[src/design/spc_map.svh]
// register offsets, field positions, reset values and timing counts of the sleep controller
// assumes a 32-bit AHB-Lite slave with word-aligned registers
`ifndef SPC_MAP_SVH
`define SPC_MAP_SVH
`define SPC_OFF_CTRL      12'h000
`define SPC_OFF_CMD       12'h004
`define SPC_OFF_WAKE      12'h008
`define SPC_OFF_STAT      12'h00c
`define SPC_CTRL_ARM      0
`define SPC_CTRL_SEL_LO   1
`define SPC_CTRL_SEL_HI   3
`define SPC_CTRL_RADIO    4
`define SPC_CTRL_PINEN_LO 8
`define SPC_CTRL_PINEN_HI 15
`define SPC_CTRL_TMREN    16
`define SPC_CTRL_RST      32'h0000_0000
`define SPC_WAKE_RST      16'h0020
`define SPC_GATES_RST     6'h3f
`define SPC_CLK_MHZ       125
`define SPC_LF_HZ         32768
`define SPC_LF_DIV        (`SPC_CLK_MHZ * 1000000 / `SPC_LF_HZ)
`endif

[src/design/spc_pkg.sv]
// types shared by the sleep controller
package spc_pkg;
  typedef enum logic [2:0] {
    SPC_IDLE    = 3'h0,
    SPC_ADCNR   = 3'h1,
    SPC_PWRDN   = 3'h2,
    SPC_PWRSAVE = 3'h3,
    SPC_STBY    = 3'h6,
    SPC_XSTBY   = 3'h7
  } spc_mode_t;

  typedef enum logic [2:0] {
    SPC_RUN   = 3'b001,
    SPC_SLEEP = 3'b010,
    SPC_WAKE  = 3'b100
  } spc_state_t;

  typedef struct packed {
    logic       cpuClkEn;
    logic       ioClkEn;
    logic       adcClkEn;
    logic       lfOscEn;
    logic       mainOscEn;
    logic       radioPwrEn;
  } spc_gate_t;
endpackage

[src/design/spc_sleep_ctrl.sv]
// sleep and power-mode controller: arm bit, mode select, wake sources, reset pin
// assumes an AHB-Lite master, a cpu that pulses sleepInstr, async pins on wakePins/resetPin_n
//
// Function
// sleep only when arm bit is one and then the sleep instruction executes
// three-bit selector picks one of six sleep modes
// pin interrupts stay active in deep power-down and can wake
// timer on low-frequency oscillator wakes device at regular intervals
// idle with low-frequency timer is a per-variant option
// software can power off the radio and gate unused modules
// external logic should assert reset after slow ramp or power dip
// reset input active low with pull-up, undriven means deasserted
// sleep ignored when unarmed; enabled wake restores clocks and resumes
`timescale 1ns/1ps
`include "spc_map.svh"
module spc_sleep_ctrl #(
  parameter bit LF_IDLE_OK = 1'b1
) (
  // clock and reset
  input  wire logic             clk,
  input  wire logic             rst,
  // ahb-lite slave
  input  wire logic             hsel,
  input  wire logic [11:0]      haddr,
  input  wire logic [1:0]       htrans,
  input  wire logic             hwrite,
  input  wire logic [2:0]       hsize,
  input  wire logic             hready,
  input  wire logic [31:0]      hwdata,
  output logic      [31:0]      hrdata,
  output logic                  hreadyout,
  output logic                  hresp,
  // cpu and wake sources
  input  wire logic             sleepInstr,
  input  wire logic [7:0]       wakePins,
  input  wire logic             resetPin_n,
  // power and clock gates
  output spc_pkg::spc_gate_t    gates,
  output logic                  sleeping,
  output logic                  wakeEvent,
  output logic                  extReset
);
  // bus and register state
  logic        wrPend_q, wrPend_d;
  logic [11:0] addr_q, addr_d;
  logic [31:0] rdata_q, rdata_d;
  logic [31:0] ctrl_q, ctrl_d;
  logic [15:0] wakeIv_q, wakeIv_d;
  logic [7:0]  wakeSrc_q, wakeSrc_d;
  logic        tmrWake_q, tmrWake_d;
  // pin synchronisers: three stages, change counts when stages 2 and 3 agree
  logic [7:0]  pinS1_q, pinS2_q, pinS3_q, pinF_q, pinF_d;
  logic        rstS1_q, rstS2_q, rstS3_q, rstF_q, rstF_d;
  // sleep fsm and low-frequency timer
  spc_pkg::spc_state_t st_q, st_d;
  spc_pkg::spc_mode_t  mode_q, mode_d;
  logic [11:0] lfDiv_q, lfDiv_d;
  logic [15:0] tmr_q, tmr_d;
  spc_pkg::spc_gate_t gates_d;
  logic        wake_d, slp_d, xr_d;
  logic        armed, tmrHit, pinHit, lfTick, lfOn;
  logic [7:0]  pinEn;

  function automatic logic modeValid(input logic [2:0] m);
    modeValid = (m != 3'h4) && (m != 3'h5);
  endfunction

  // lf oscillator keeps running in modes that list it; deep power-down stops it
  function automatic logic lfRuns(input logic [2:0] m, input logic en);
    lfRuns = en && ((m == 3'(spc_pkg::SPC_IDLE) && LF_IDLE_OK) ||
                    m == 3'(spc_pkg::SPC_ADCNR) || m == 3'(spc_pkg::SPC_PWRSAVE) ||
                    m == 3'(spc_pkg::SPC_XSTBY));
  endfunction

  assign armed  = ctrl_q[`SPC_CTRL_ARM];
  assign pinEn  = ctrl_q[`SPC_CTRL_PINEN_HI:`SPC_CTRL_PINEN_LO];
  assign lfOn   = (st_q != spc_pkg::SPC_SLEEP) ? ctrl_q[`SPC_CTRL_TMREN]
                  : lfRuns(mode_q, ctrl_q[`SPC_CTRL_TMREN]);
  assign lfTick = lfOn && (lfDiv_q == 12'(`SPC_LF_DIV - 1));
  assign tmrHit = lfTick && (tmr_q >= wakeIv_q) && (wakeIv_q != 16'h0000);
  assign pinHit = |(pinF_q & pinEn);

  always_comb begin
    pinF_d = pinF_q;
    for (int i = 0; i < 8; i++) begin
      if (pinS2_q[i] == pinS3_q[i]) begin
        pinF_d[i] = pinS3_q[i];
      end
    end
    rstF_d = (rstS2_q == rstS3_q) ? rstS3_q : rstF_q;
  end

  always_ff @(posedge clk) begin
    if (rst) begin
      pinS1_q <= 8'h00;
      pinS2_q <= 8'h00;
      pinS3_q <= 8'h00;
      pinF_q  <= 8'h00;
      rstS1_q <= 1'b1;
      rstS2_q <= 1'b1;
      rstS3_q <= 1'b1;
      rstF_q  <= 1'b1;
    end else begin
      pinS1_q <= wakePins;
      pinS2_q <= pinS1_q;
      pinS3_q <= pinS2_q;
      pinF_q  <= pinF_d;
      rstS1_q <= resetPin_n;
      rstS2_q <= rstS1_q;
      rstS3_q <= rstS2_q;
      rstF_q  <= rstF_d;
    end
  end

  // bus: zero-wait slave, write data captured in the data phase
  always_comb begin
    wrPend_d  = 1'b0;
    addr_d    = addr_q;
    rdata_d   = rdata_q;
    ctrl_d    = ctrl_q;
    wakeIv_d  = wakeIv_q;
    wakeSrc_d = wakeSrc_q | (pinF_q & pinEn);
    tmrWake_d = tmrWake_q | tmrHit;
    if (wrPend_q) begin
      unique case (addr_q)
        `SPC_OFF_CTRL: ctrl_d = hwdata & 32'h0001_ff1f;
        `SPC_OFF_WAKE: wakeIv_d = hwdata[15:0];
        // write-one-to-clear; a fresh event in the same cycle still wins
        `SPC_OFF_STAT: begin
          wakeSrc_d = (wakeSrc_q & ~hwdata[7:0]) | (pinF_q & pinEn);
          tmrWake_d = (tmrWake_q & ~hwdata[8]) | tmrHit;
        end
        default: ;
      endcase
    end
    if (hsel && hready && htrans[1]) begin
      wrPend_d = hwrite;
      addr_d   = {haddr[11:2], 2'b00};
      unique case ({haddr[11:2], 2'b00})
        `SPC_OFF_CTRL: rdata_d = ctrl_d;
        `SPC_OFF_WAKE: rdata_d = {16'h0000, wakeIv_d};
        `SPC_OFF_STAT: rdata_d = {19'h00000, 1'(st_q == spc_pkg::SPC_SLEEP), mode_q,
                                  tmrWake_d, wakeSrc_d};
        default:       rdata_d = 32'h0000_0000;
      endcase
    end
  end

  always_ff @(posedge clk) begin
    if (rst) begin
      wrPend_q  <= 1'b0;
      addr_q    <= 12'h000;
      rdata_q   <= 32'h0000_0000;
      ctrl_q    <= `SPC_CTRL_RST;
      wakeIv_q  <= `SPC_WAKE_RST;
      wakeSrc_q <= 8'h00;
      tmrWake_q <= 1'b0;
    end else begin
      wrPend_q  <= wrPend_d;
      addr_q    <= addr_d;
      rdata_q   <= rdata_d;
      ctrl_q    <= ctrl_d;
      wakeIv_q  <= wakeIv_d;
      wakeSrc_q <= wakeSrc_d;
      tmrWake_q <= tmrWake_d;
    end
  end

  assign hrdata    = rdata_q;
  assign hreadyout = 1'b1;
  assign hresp     = 1'b0;

  // sleep fsm, lf timer and clock gates
  always_comb begin
    st_d    = st_q;
    mode_d  = mode_q;
    wake_d  = 1'b0;
    lfDiv_d = lfOn ? (lfTick ? 12'h000 : lfDiv_q + 12'h001) : 12'h000;
    tmr_d   = tmrHit ? 16'h0000 : (lfTick ? tmr_q + 16'h0001 : tmr_q);
    unique case (st_q)
      spc_pkg::SPC_RUN: begin
        if (sleepInstr && armed &&
            modeValid(ctrl_q[`SPC_CTRL_SEL_HI:`SPC_CTRL_SEL_LO])) begin
          st_d   = spc_pkg::SPC_SLEEP;
          mode_d = spc_pkg::spc_mode_t'(ctrl_q[`SPC_CTRL_SEL_HI:`SPC_CTRL_SEL_LO]);
        end
      end
      spc_pkg::SPC_SLEEP: begin
        if (pinHit || tmrHit) begin
          st_d = spc_pkg::SPC_WAKE;
        end
      end
      spc_pkg::SPC_WAKE: begin
        st_d   = spc_pkg::SPC_RUN;
        wake_d = 1'b1;
      end
      default: st_d = spc_pkg::SPC_RUN;
    endcase
    slp_d = (st_d == spc_pkg::SPC_SLEEP);
    gates_d.cpuClkEn   = !slp_d;
    gates_d.ioClkEn    = !slp_d || mode_d == spc_pkg::SPC_IDLE;
    gates_d.adcClkEn   = !slp_d || mode_d == spc_pkg::SPC_IDLE ||
                         mode_d == spc_pkg::SPC_ADCNR;
    gates_d.lfOscEn    = ctrl_d[`SPC_CTRL_TMREN] &&
                         (!slp_d || lfRuns(mode_d, 1'b1));
    gates_d.mainOscEn  = !slp_d || mode_d == spc_pkg::SPC_IDLE ||
                         mode_d == spc_pkg::SPC_ADCNR || mode_d == spc_pkg::SPC_STBY ||
                         mode_d == spc_pkg::SPC_XSTBY;
    gates_d.radioPwrEn = !ctrl_d[`SPC_CTRL_RADIO];
    xr_d = !rstF_d;
  end

  always_ff @(posedge clk) begin
    if (rst) begin
      st_q      <= spc_pkg::SPC_RUN;
      mode_q    <= spc_pkg::SPC_IDLE;
      lfDiv_q   <= 12'h000;
      tmr_q     <= 16'h0000;
      gates     <= `SPC_GATES_RST;
      sleeping  <= 1'b0;
      wakeEvent <= 1'b0;
      extReset  <= 1'b0;
    end else begin
      st_q      <= st_d;
      mode_q    <= mode_d;
      lfDiv_q   <= lfDiv_d;
      tmr_q     <= tmr_d;
      gates     <= gates_d;
      sleeping  <= slp_d;
      wakeEvent <= wake_d;
      extReset  <= xr_d;
    end
  end

  unarmed_no_sleep_a: assert property (@(posedge clk) disable iff (rst)
    (st_q == spc_pkg::SPC_RUN && !armed) |=> st_q == spc_pkg::SPC_RUN)
    else $error("entered sleep while unarmed");
  mode_latched_a: assert property (@(posedge clk) disable iff (rst)
    (st_q == spc_pkg::SPC_RUN && st_d == spc_pkg::SPC_SLEEP) |=>
      3'(mode_q) == $past(ctrl_q[`SPC_CTRL_SEL_HI:`SPC_CTRL_SEL_LO]))
    else $error("sleep mode not taken from selector");
  pin_wake_a: assert property (@(posedge clk) disable iff (rst)
    (st_q == spc_pkg::SPC_SLEEP && pinHit) |=> st_q == spc_pkg::SPC_WAKE ##1 wakeEvent)
    else $error("pin did not wake device");
  timer_wake_a: assert property (@(posedge clk) disable iff (rst)
    (st_q == spc_pkg::SPC_SLEEP && tmrHit) |=> st_q == spc_pkg::SPC_WAKE)
    else $error("timer did not wake device");
  variant_idle_a: assert property (@(posedge clk) disable iff (rst)
    (st_q == spc_pkg::SPC_SLEEP && mode_q == spc_pkg::SPC_IDLE) |->
      lfOn == (LF_IDLE_OK && ctrl_q[`SPC_CTRL_TMREN]))
    else $error("lf timer in idle does not follow the variant option");
  radio_off_a: assert property (@(posedge clk) disable iff (rst)
    ctrl_q[`SPC_CTRL_RADIO] |-> !gates.radioPwrEn)
    else $error("radio not powered off");
  clocks_back_a: assert property (@(posedge clk) disable iff (rst)
    wakeEvent |-> gates.cpuClkEn && !sleeping)
    else $error("clocks not restored on wake");
  reset_pin_a: assert property (@(posedge clk) disable iff (rst)
    (!rstS2_q && !rstS3_q) [*2] |=> extReset)
    else $error("low reset pin not seen");
endmodule

[config.mk]
export PLATFORM = sky130hd
export DESIGN_NAME = spc_sleep_ctrl
export DESIGN_NICKNAME = d
export VERILOG_FILES = /design/src/design/spc_pkg.sv /design/src/design/spc_sleep_ctrl.sv
export VERILOG_INCLUDE_DIRS = /design/src /design/src/design
export SDC_FILE = /design/constraint.sdc
export NUM_CORES = 1
export LEC_CHECK = 0
export ABC_AREA = 1
export BUFFER_PORTS_ARGS = -buffer_cell sky130_fd_sc_hd__buf_2
export CORE_ASPECT_RATIO = 0.7
export CORE_UTILIZATION = 30
export CTS_CLUSTER_SIZE = 14
export DETAILED_ROUTE_END_ITERATION = 16
export HOLD_SLACK_MARGIN = 0.12
export PLACE_DENSITY_LB_ADDON = 0.12
export SYNTH_ARGS = -nofsm -noshare
export SYNTH_HDL_FRONTEND = slang
export SYNTH_SLANG_ARGS = --single-unit
export TNS_END_PERCENT = 20
[constraint.sdc]
create_clock -name clk -period 1.53 [get_ports clk]
set_input_delay 0.153 -clock clk [delete_from_list [all_inputs] [get_ports clk]]
set_output_delay 0.153 -clock clk [all_outputs]
set_load 0.005 [all_outputs]
# [Yosys cells after proc, flatten, opt, wreduce, memory -nomap -nowiden]
# Cells that the tools add are included.
[totals] elab_cells=128 regBits=179 out_inout_bits=43 inputBits=64
[classes] add_sub_neg=2 order_cmp=1 reduce_logical=34 muxes=17 bitwise=11 eq_ne=28
[op_table] operator="32-bit case mux with 3 select lines" count=1
[op_table] operator="32-bit 2-to-1 mux" count=2
[op_table] operator="10-bit by 2-bit == test with 1-bit output, second input constant" count=4
[op_table] operator="16-bit 2-to-1 mux" count=2
[op_table] operator="16-bit by 1-bit adder with 16-bit output, second input constant" count=1
[op_table] operator="8-bit bitwise AND" count=2
[op_table] operator="16-bit >= comparator" count=1
[op_table] operator="8-bit 2-to-1 mux" count=2
[op_table] operator="8-bit bitwise OR" count=2
[op_table] operator="16-bit nonzero test" count=1
[op_table] operator="12-bit by 1-bit adder with 12-bit output, second input constant" count=1
[op_table] operator="12-bit == test, second input constant" count=1
[op_table] operator="3-bit by 2-bit == test with 1-bit output, second input constant" count=4
[op_table] operator="3-bit == test, second input constant" count=4
[op_table] operator="12-bit logical NOT" count=1
[op_table] operator="1-bit logical OR" count=12
[op_table] operator="3-bit 2-to-1 mux" count=4
[op_table] operator="1-bit logical AND" count=10
[op_table] operator="10-bit logical NOT" count=1
[op_table] operator="1-bit == test" count=9
[op_table] operator="3-bit by 1-bit == test with 1-bit output, second input constant" count=3
[op_table] operator="8-bit inverter" count=1
[op_table] operator="8-bit OR reduction" count=1
[op_table] operator="3-bit logical NOT" count=2
[op_table] operator="other kinds (10)" count=21

# [Longest topological paths before layout]
# Gate-level depths: netlist of run 1.
[depth] word_depth=18 depth_mapped=17 depth_no_buf=17

# [Worst setup path after synthesis of run 1]
# No wires, ideal clock.
[synth_path] path_type="register to register" from="register wakeIv_q[5]" to="register gates[1] (netlist bit)" synth_period_minus_slack_ns=1.616 arrival_ns=1.494 path_buffers=0 setup_ns=0.122 path_stages_with_launch=17 setup_slack_ns=-0.086 required_ns=1.408 path_cell_list="dfxtp_1 > inv_1 > ha_1 > nand2_1 > inv_1 > nand2_1 > nor2_1 > nor2_1 > nand2_1 > nand2_1 > nand2_1 > nand2_1 > nand2_1 > nand2_1 > nand2_2 > inv_2 > nand3_1"
[synth_between] elab_chain_cells=12 word_cells_on_any_way=13 cone_classes="1 x order compare; 1 x eq/ne; 2 x mux; 9 x reduce/logical"
[synth_lines] element="from (decl)" line_no="spc_sleep_ctrl.sv:48" rtl="logic [15:0] wakeIv_q, wakeIv_d;"
[synth_lines] element="from (signal assigned)" line_no="spc_sleep_ctrl.sv:155" rtl="wakeIv_q <= `SPC_WAKE_RST;"
[synth_lines] element="from (signal assigned)" line_no="spc_sleep_ctrl.sv:163" rtl="wakeIv_q <= wakeIv_d;"
[synth_lines] element="16-bit >= comparator" line_no="spc_sleep_ctrl.sv:80" rtl="assign tmrHit = lfTick && (tmr_q >= wakeIv_q) && (wakeIv_q != 16'h0000);"
[synth_lines] element="1-bit logical AND" line_no="spc_sleep_ctrl.sv:80"
[synth_lines] element="1-bit logical AND *" line_no="spc_sleep_ctrl.sv:80"
[synth_lines] element="1-bit logical OR *" line_no="spc_sleep_ctrl.sv:189" rtl="if (pinHit || tmrHit) begin"
[synth_lines] element="3-bit 2-to-1 mux *" line_no="spc_sleep_ctrl.sv:189"
[synth_lines] element="3-bit case mux with 2 select lines *" line_no="spc_sleep_ctrl.sv:180" rtl="unique case (st_q)"
[synth_lines] element="3-bit by 2-bit == test with 1-bit output *" line_no="spc_sleep_ctrl.sv:199" rtl="slp_d = (st_d == spc_pkg::SPC_SLEEP);"
[synth_lines] element="1-bit logical NOT *" line_no="spc_sleep_ctrl.sv:206" rtl="gates_d.mainOscEn = !slp_d || mode_d == spc_pkg::SPC_IDLE ||"
[synth_lines] element="1-bit logical OR * (2 in series)" line_no="spc_sleep_ctrl.sv:206"
[synth_lines] element="1-bit logical OR * (2 in series)" line_no="spc_sleep_ctrl.sv:207" rtl="mode_d == spc_pkg::SPC_ADCNR || mode_d == spc_pkg::SPC_STBY ||"
[synth_lines] element="to (signal assigned)" line_no="spc_sleep_ctrl.sv:219" rtl="gates <= `SPC_GATES_RST;"
[synth_lines] element="to (signal assigned)" line_no="spc_sleep_ctrl.sv:228" rtl="gates <= gates_d;"
[synth_lines] element="to (decl)" line_no="spc_sleep_ctrl.sv:38" rtl="output spc_pkg::spc_gate_t gates,"
# Mark *: on every way between the ends. The rest lies on a longest branch, timed or not.
# A chain may end at the register's enable or synchronous reset.

# [Worst setup path in the final report of run 1]
[layout_path] from="register wakeIv_q[6]" to="register tmr_q[9]"
[layout_between] elab_chain_cells=4 word_cells_on_any_way=5 cone_classes="1 x order compare; 4 x reduce/logical"
[layout_lines] element="16-bit >= comparator" line_no="spc_sleep_ctrl.sv:80"
[layout_lines] element="1-bit logical AND" line_no="spc_sleep_ctrl.sv:80"
[layout_lines] element="1-bit logical AND *" line_no="spc_sleep_ctrl.sv:80"
[layout_lines] element="2-bit OR reduction (no source line) *"
[layout_lines] element="to (signal assigned)" line_no="spc_sleep_ctrl.sv:227" rtl="tmr_q <= tmr_d;"
[layout_lines] element="to (decl)" line_no="spc_sleep_ctrl.sv:58" rtl="logic [15:0] tmr_q, tmr_d;"
# Marks and branches as above.

==> flow_summary_export.csv, run 1 <==
group,metric,value,unit
status,run_status,"finished with violations",
status,violations,"negative setup slack",
sta,setup_viol,72,
logic_synthesis,number_of_flops_mapped_to_enable_cells_by_yosys,0,
clock_tree,cts.sink_count,179,
critical_path,worstPathArrival,2.23,ns
sta,slew_viol_final,0,
floorplanning,floorplan.rows,47,
sta,clock_skews,0.0141,ns
logic_synthesis,mappedNetlistArea,7480,sq um
clock_tree,worstSkewPairLatency,0.44,ns
critical_path,critPathKind,"register to register",
logic_synthesis,synth_most_common_cell,"sky130_fd_sc_hd__nand2_1",
global_route,grtUsageTotal,17.6,%
clock_tree,cts_inserted_buffers,17,
floorplanning,die_width,191,um
global_route,via_count_of_the_first_global_routing_pass,6389,
worst_hold_path,min-delay-path-class,"input pin to register",
global_route,grt_remaining_overflow,0,
critical_path,setup.worst_path.start,"wakeIv_q[6]",
job,cap_viol_max_count,0,
critical_path,critical_path.cell_chain,"buf_4 -> buf_4 -> nor3_1 -> nand2_1 -> nor2_2 -> nor2_4 -> nand2_4 -> buf_6 -> nand2_8 -> clkbuf_16 -> nor3b_2",
route,post_drt_wl_per_cell,14.0,um
clock_tree,tritoncts_clock_tree,"yes",
sta,maximum_clock_frequency,537,MHz
power_and_ir_drop,p_total,9.57,mW
sta,timing.setup.tns,-12.27,ns
critical_path,cp.required,1.89,ns
logic_synthesis,synth.top_cells.by_area,"sky130_fd_sc_hd__dfxtp_1 48%, sky130_fd_sc_hd__nand2_1 12%, sky130_fd_sc_hd__nor2_1 6.5%, sky130_fd_sc_hd__inv_1 5.6%, sky130_fd_sc_hd__a21oi_1 4.2%",
critical_path,critical_path.max_stage_delay,0.33,ns
worst_hold_path,timing.hold.worst.start,"haddr[3]",
power_and_ir_drop,max-vdd-ir-drop,0.782,mV
logic_synthesis,yosys-mux-area-fraction,0,%
floorplanning,io-pin-count,107,
logic_synthesis,synth-adder-area-share,3.31,%
clock_tree,clk_transition_reported_paths,0.07,ns
logic_synthesis,synth_cells,992,
route,drtIter0Drc,325,
critical_path,worstSetupEndpointType,"register",
logic_synthesis,synth_top_family_by_area,"simple AND/OR/NAND/NOR gates",
finish,layout.nets,1324,
critical_path,regToRegStartpoint,"wakeIv_q[6]",
finish,num_antenna_cells,0,
sta,rsz0062_at_grt,"yes",
logic_synthesis,yosys.area.top_type,"sky130_fd_sc_hd__dfxtp_1",
sta,timing_hold_violations_final,0,
clock_tree,cts-root-to-sink-buffers,2,
route,routed-via-count,7038,
logic_synthesis,synth_sequential_area_ratio,47.9,%
global_route,pin_count_of_the_biggest_net_entering_global_routing,89,
logic_synthesis,synth-compound-area-share,9.56,%
logic_synthesis,synth_area_in_simple_gates,29.7,%
floorplanning,floorplan.core_area,24100,sq um
floorplanning,initial_utilization,31.1,%
placement,globalplace.congestion,0.827,
finish,drive_above_1_share,35.0,%
critical_path,worst_setup_path_start_kind,"register",
critical_path,critical-path-slowest-cell,"sky130_fd_sc_hd__dfxtp_2",
finish,area_growth,45.3,%
route,postRouteAntennaNets,0,
floorplanning,die_area,25600,sq um
logic_synthesis,postSynthNetCount,1075,
clock_tree,cts_root_buffer,"sky130_fd_sc_hd__clkbuf_16",
global_route,grt_pass1_wl,34.5,mm
logic_synthesis,yosys_warnings,0,
clock_tree,cts-htree-levels,4,
logic_synthesis,synth.cells.most_frequent,"234 x sky130_fd_sc_hd__nand2_1, 179 x sky130_fd_sc_hd__dfxtp_1, 130 x sky130_fd_sc_hd__nor2_1",
critical_path,crit_path_max_fanout,8,
route,firstDrtPassIters,5,
logic_synthesis,synth_top_area_share,47.9,%
sta,period_share,122,%
power_and_ir_drop,power_density,880,nW/um^2
logic_synthesis,yosysUniqueCellTypes,42,
logic_synthesis,postSynth.asyncResetShare,0,%
placement,port-buffer-count,83,
floorplanning,height_of_the_die,134,um
logic_synthesis,synth_flop_cell,"sky130_fd_sc_hd__dfxtp_1",
sta,worst_slack,-0.334,ns
route,post_drt_via_cell_ratio,4.48,
critical_path,cp_common_cell,"sky130_fd_sc_hd__buf_4",
logic_synthesis,synth-xor-area-share,0.819,%
logic_synthesis,ys_ff_latch,179,
logic_synthesis,syn_avg_cell_area,7.54,sq um
sta,final.min_clock_period,1.86,ns
global_route,grt_antenna_before_repair,0,
power_and_ir_drop,cellLeakagePower,4.85,nW
placement,hpwl,15.7,mm
route,remaining_drc_errors,0,
route,postRouteWirelength,21.9,mm
layout by cell type (no fill, tap or decap), drive strengths merged:
cell and count:
buf 244, nand2 237, dfxtp 179, nor2 138, inv 125, a21oi 63, nand3 63, o21ai 34
dlygate4sd3 24, clkbuf 21, or2 20, nand4 19, ha 19, a32o 15, nor3 13, o211ai 7
nor3b 6, clkinv 6, xor2 4, xnor2 3, clkinvlp 3, nor4 2, o21a 2, nand3b 2
conb 2, maj3 1, a211o 1, bufinv 1
logic make-up (layout without fill, tap and decap cells):
family,after synthesis,count (layout)
and+or+nand+nor,500,500
xor gates and xnor gates,7,7
buffers and inverters,162,424
AOI/OAI and AO/OA,122,122
adders and majority gates,20,20
DFF,179,179
other,2,2
worst paths after layout:
check        cells after the start          to  slack [ns]
max                             11    tmr_q[9]       -0.33
min                              3   addr_q[3]        0.16
max reg2reg                     11    tmr_q[9]       -0.33
min reg2reg                      2  pinS2_q[1]        0.41
layer usage:
metal  up-vias  wire [um]  GRT usage, %  part of all wire (%)
met5         -          0             0                     0
met2       146       8590          23.0                    39
met4         0        161          4.80                  0.73
met3        11       1050          3.95                   4.8
li1       3669          -             -                     -
met1      3212      12100          27.9                    55
flip-flops by register name, summed over array words and instances, names as in the netlist, 3 cells and up:
register and count:
gates 6, pinS2_q 8, pinS1_q 8, addr_q 10, mode_q 3, lfDiv_q 12
wakeSrc_q 8, wakeIv_q 16, pinF_q 8, st_q 3, ctrl_q 32, hrdata 32
pinS3_q 8, tmr_q 16
per-stage QoR:
stage / instance area [sq um] / util (%) / hold WS [ns] / instances / worst slack (ns)
after detailed placement: 9390 / 39.1 / 0.342 / 1499 / -0.407
after CTS: 10400 / 43.2 / 0.131 / 1556 / -0.278
after global routing: 10900 / 45.2 / 0.138 / 1572 / -0.443
final: 10900 / 45.2 / 0.155 / 1572 / -0.334
after global placement: 9390 / 39.1 / 0.340 / 1499 / -0.400
after floorplan: 7550 / - / 0.257 / 992 / -0.0116
final cells by class:
cell class                      count  area [sq um]
Clock buffer                       20           457
Clock inverter                     12           120
Fill cell                        2440         13200
Inverter                          123           470
Multi-Input combinational cell    651          3750
Sequential cell                   179          3610
Tap cell                          318           398
Timing Repair Buffer              269          2070
report_power, final:
part / internal, mW / switching [mW] / leakage, nW
Clock: 2.36 / 1.97 / 0.277
Sequential: 4.71 / 0.0223 / 1.46
Combinational: 0.218 / 0.282 / 3.12
worst max-delay path: cells and delay by family, from the launching register on:
kind / cells / cell delay, ns
flip-flops: 1 / 0.33
AND/OR/NAND/NOR: 7 / 0.91
buffers and inverters: 4 / 0.53
timing repair:
action / 4_1_cts / 5_1_grt
gates resized for setup: 44 / 92
setup endpoints to repair: 75 / 118
hold buffers: 24 / 0
hold endpoints to repair: 24 / 0
pin swaps: 17 / 29
setup buffers: 2 / 15
gates cloned: 0 / 1
No activity file was read; power rests on OpenSTA's default activity.
==> run 2: changes to the inputs <==
BUFFER_PORTS_ARGS = -buffer_cell sky130_fd_sc_hd__clkbuf_2   (was -buffer_cell sky130_fd_sc_hd__buf_2)
CTS_CLUSTER_SIZE = not set   (was 14)
==> flow_summary_export.csv, run 2 (synthesis gave the netlist of run 1 again) <==
group,metric,value,unit
global_route,grt_remaining_overflow,0,
clock_tree,cts_inserted_buffers,17,
critical_path,setup.worst_path.start,"wakeIv_q[6]",
clock_tree,worstSkewPairLatency,0.44,ns
critical_path,regToRegStartpoint,"wakeIv_q[6]",
sta,rsz0062_at_grt,"yes",
sta,timing_hold_violations_final,0,
clock_tree,cts-root-to-sink-buffers,2,
placement,port-buffer-count,83,
worst_hold_path,timing.hold.worst.start,"haddr[2]",
sta,hold_slack,0.134,ns
floorplanning,height_of_the_die,134,um
route,routed-via-count,6979,
global_route,grtUsageTotal,17.5,%
critical_path,critical-path-slowest-cell,"sky130_fd_sc_hd__dfxtp_2",
finish,drive_above_1_share,33.1,%
floorplanning,io-pin-count,107,
placement,dpl.cell_count,1502,
route,post_drt_wl_per_cell,13.8,um
sta,worst_slack,-0.243,ns
finish,final_common_cell,"sky130_fd_sc_hd__nand2_1",
finish,postLayoutCoreUtil,44.6,%
route,remaining_drc_errors,0,
status,run_status,"finished with violations",
finish,layout.cells.most_common_list,"220 x sky130_fd_sc_hd__nand2_1, 159 x sky130_fd_sc_hd__dfxtp_1, 142 x sky130_fd_sc_hd__buf_4",
job,cap_viol_max_count,0,
critical_path,critical_path_cell_count,17,
floorplanning,floorplan.core_area,24100,sq um
critical_path,critPathKind,"register to register",
critical_path,worst_setup_path_endpoint,"hrdata[8]",
critical_path,worst_path_dominant_cell_family,"simple AND/OR/NAND/NOR gates",
critical_path,cp.required,1.90,ns
critical_path,rr_worst_depth,17,
global_route,pin_count_of_the_biggest_net_entering_global_routing,89,
clock_tree,cts.sink_count,179,
floorplanning,die_area,25600,sq um
floorplanning,floorplan.rows,47,
route,drtIter0Drc,354,
finish,area_growth,43.4,%
critical_path,crit_path_max_fanout,3,
status,violations,"negative setup slack",
route,firstDrtPassIters,5,
placement,placed_area,9420,sq um
placement,hpwl,15.7,mm
worst_hold_path,min-delay-path-class,"input pin to register",
finish,layout.nets,1319,
critical_path,worstPathArrival,2.14,ns
sta,slew_viol_final,0,
route,post_drt_via_cell_ratio,4.45,
global_route,grt_antenna_before_repair,0,
sta,period_share,116,%
critical_path,cp.buffers_inverters,3,
finish,layout.cell_area.non_filler,10700,sq um
finish,finish.cell_count_without_fillers,1567,
critical_path,r2r_setup_slack,-0.24,ns
critical_path,critical_path.max_stage_delay,0.36,ns
finish,num_antenna_cells,0,
clock_tree,tritoncts_clock_tree,"yes",
sta,clock_skews,0.0105,ns
critical_path,rr_endpoint,"hrdata[8]",
critical_path,critical_path.cell_chain,"inv_4 -> ha_4 -> nand2_1 -> inv_2 -> nand2_2 -> nor2_2 -> nor2_2 -> nand2_2 -> nand2_2 -> nand2_4 -> nand2_8 -> buf_6 -> nand2_2 -> nand2_1 -> nand2_1 -> nand2_1 -> a21oi_2",
floorplanning,initial_utilization,31.1,%
power_and_ir_drop,cellLeakagePower,4.77,nW
sta,maximum_clock_frequency,564,MHz
sta,timing.setup.tns,-9.22,ns
floorplanning,die_width,191,um
sta,setup_viol,66,
route,postRouteAntennaNets,0,
placement,globalplace.congestion,0.829,
power_and_ir_drop,max-vdd-ir-drop,0.803,mV
power_and_ir_drop,p_total,9.82,mW
global_route,grt_pass1_wl,34.3,mm
route,postRouteWirelength,21.6,mm
sta,final.min_clock_period,1.77,ns
placement,place_ws,-0.411,ns
critical_path,worstSetupEndpointType,"register",
clock_tree,cts_root_buffer,"sky130_fd_sc_hd__clkbuf_16",
global_route,via_count_of_the_first_global_routing_pass,6340,
clock_tree,cts-htree-levels,4,
power_and_ir_drop,power_density,915,nW/um^2
clock_tree,clk_transition_reported_paths,0.08,ns
critical_path,worst_setup_path_start_kind,"register",
==> run 2: layer usage <==
metal	GRT usage (%)	routed length, um	vias up
met2	23.4	8350	131
met5	0	0	-
li1	-	-	3658
met3	3.56	949	11
met1	27.9	12200	3179
met4	3.87	160	0
==> run 2: worst min-delay path: cells and delay by family <==
kind	cells	cell delay [ns]
AO/OA/AOI/OAI	2	0.19
buffers and inverters	2	0.20
==> run 2: worst min-delay path by stage <==
stage / endpoint / slack (ns) / cells past startpoint
floorplan: rstS1_q / 0.26 / 1
global placement: rstS1_q / 0.34 / 2
detailed placement: rstS1_q / 0.34 / 2
CTS: addr_q[2] / 0.13 / 4
global route: addr_q[3] / 0.15 / 3
finish: addr_q[2] / 0.13 / 4
==> run 2: layout make-up <==
class / count / area, sq um
Fill cell: 2446 / 13300
Multi-Input combinational cell: 651 / 3650
Sequential cell: 179 / 3610
Timing Repair Buffer: 264 / 1990
Inverter: 123 / 482
Clock buffer: 19 / 453
Tap cell: 318 / 398
Clock inverter: 13 / 160
==> run 2: report_power, final <==
part	switching, mW	internal (mW)	total (mW)
Clock	2.06	2.55	4.62
Combinational	0.270	0.206	0.477
Sequential	0.0221	4.71	4.73
Total	2.35	7.47	9.82
==> run 2: timing repair <==
| action | CTS | global route |
|---|---|---|
| endpoints found under the setup margin | 76 | 111 |
| endpoints found under the hold margin | 24 | 0 |
| setup buffers | 6 | 4 |
| gates resized for setup | 42 | 66 |
| pin swaps | 20 | 16 |
| hold buffers | 23 | 0 |
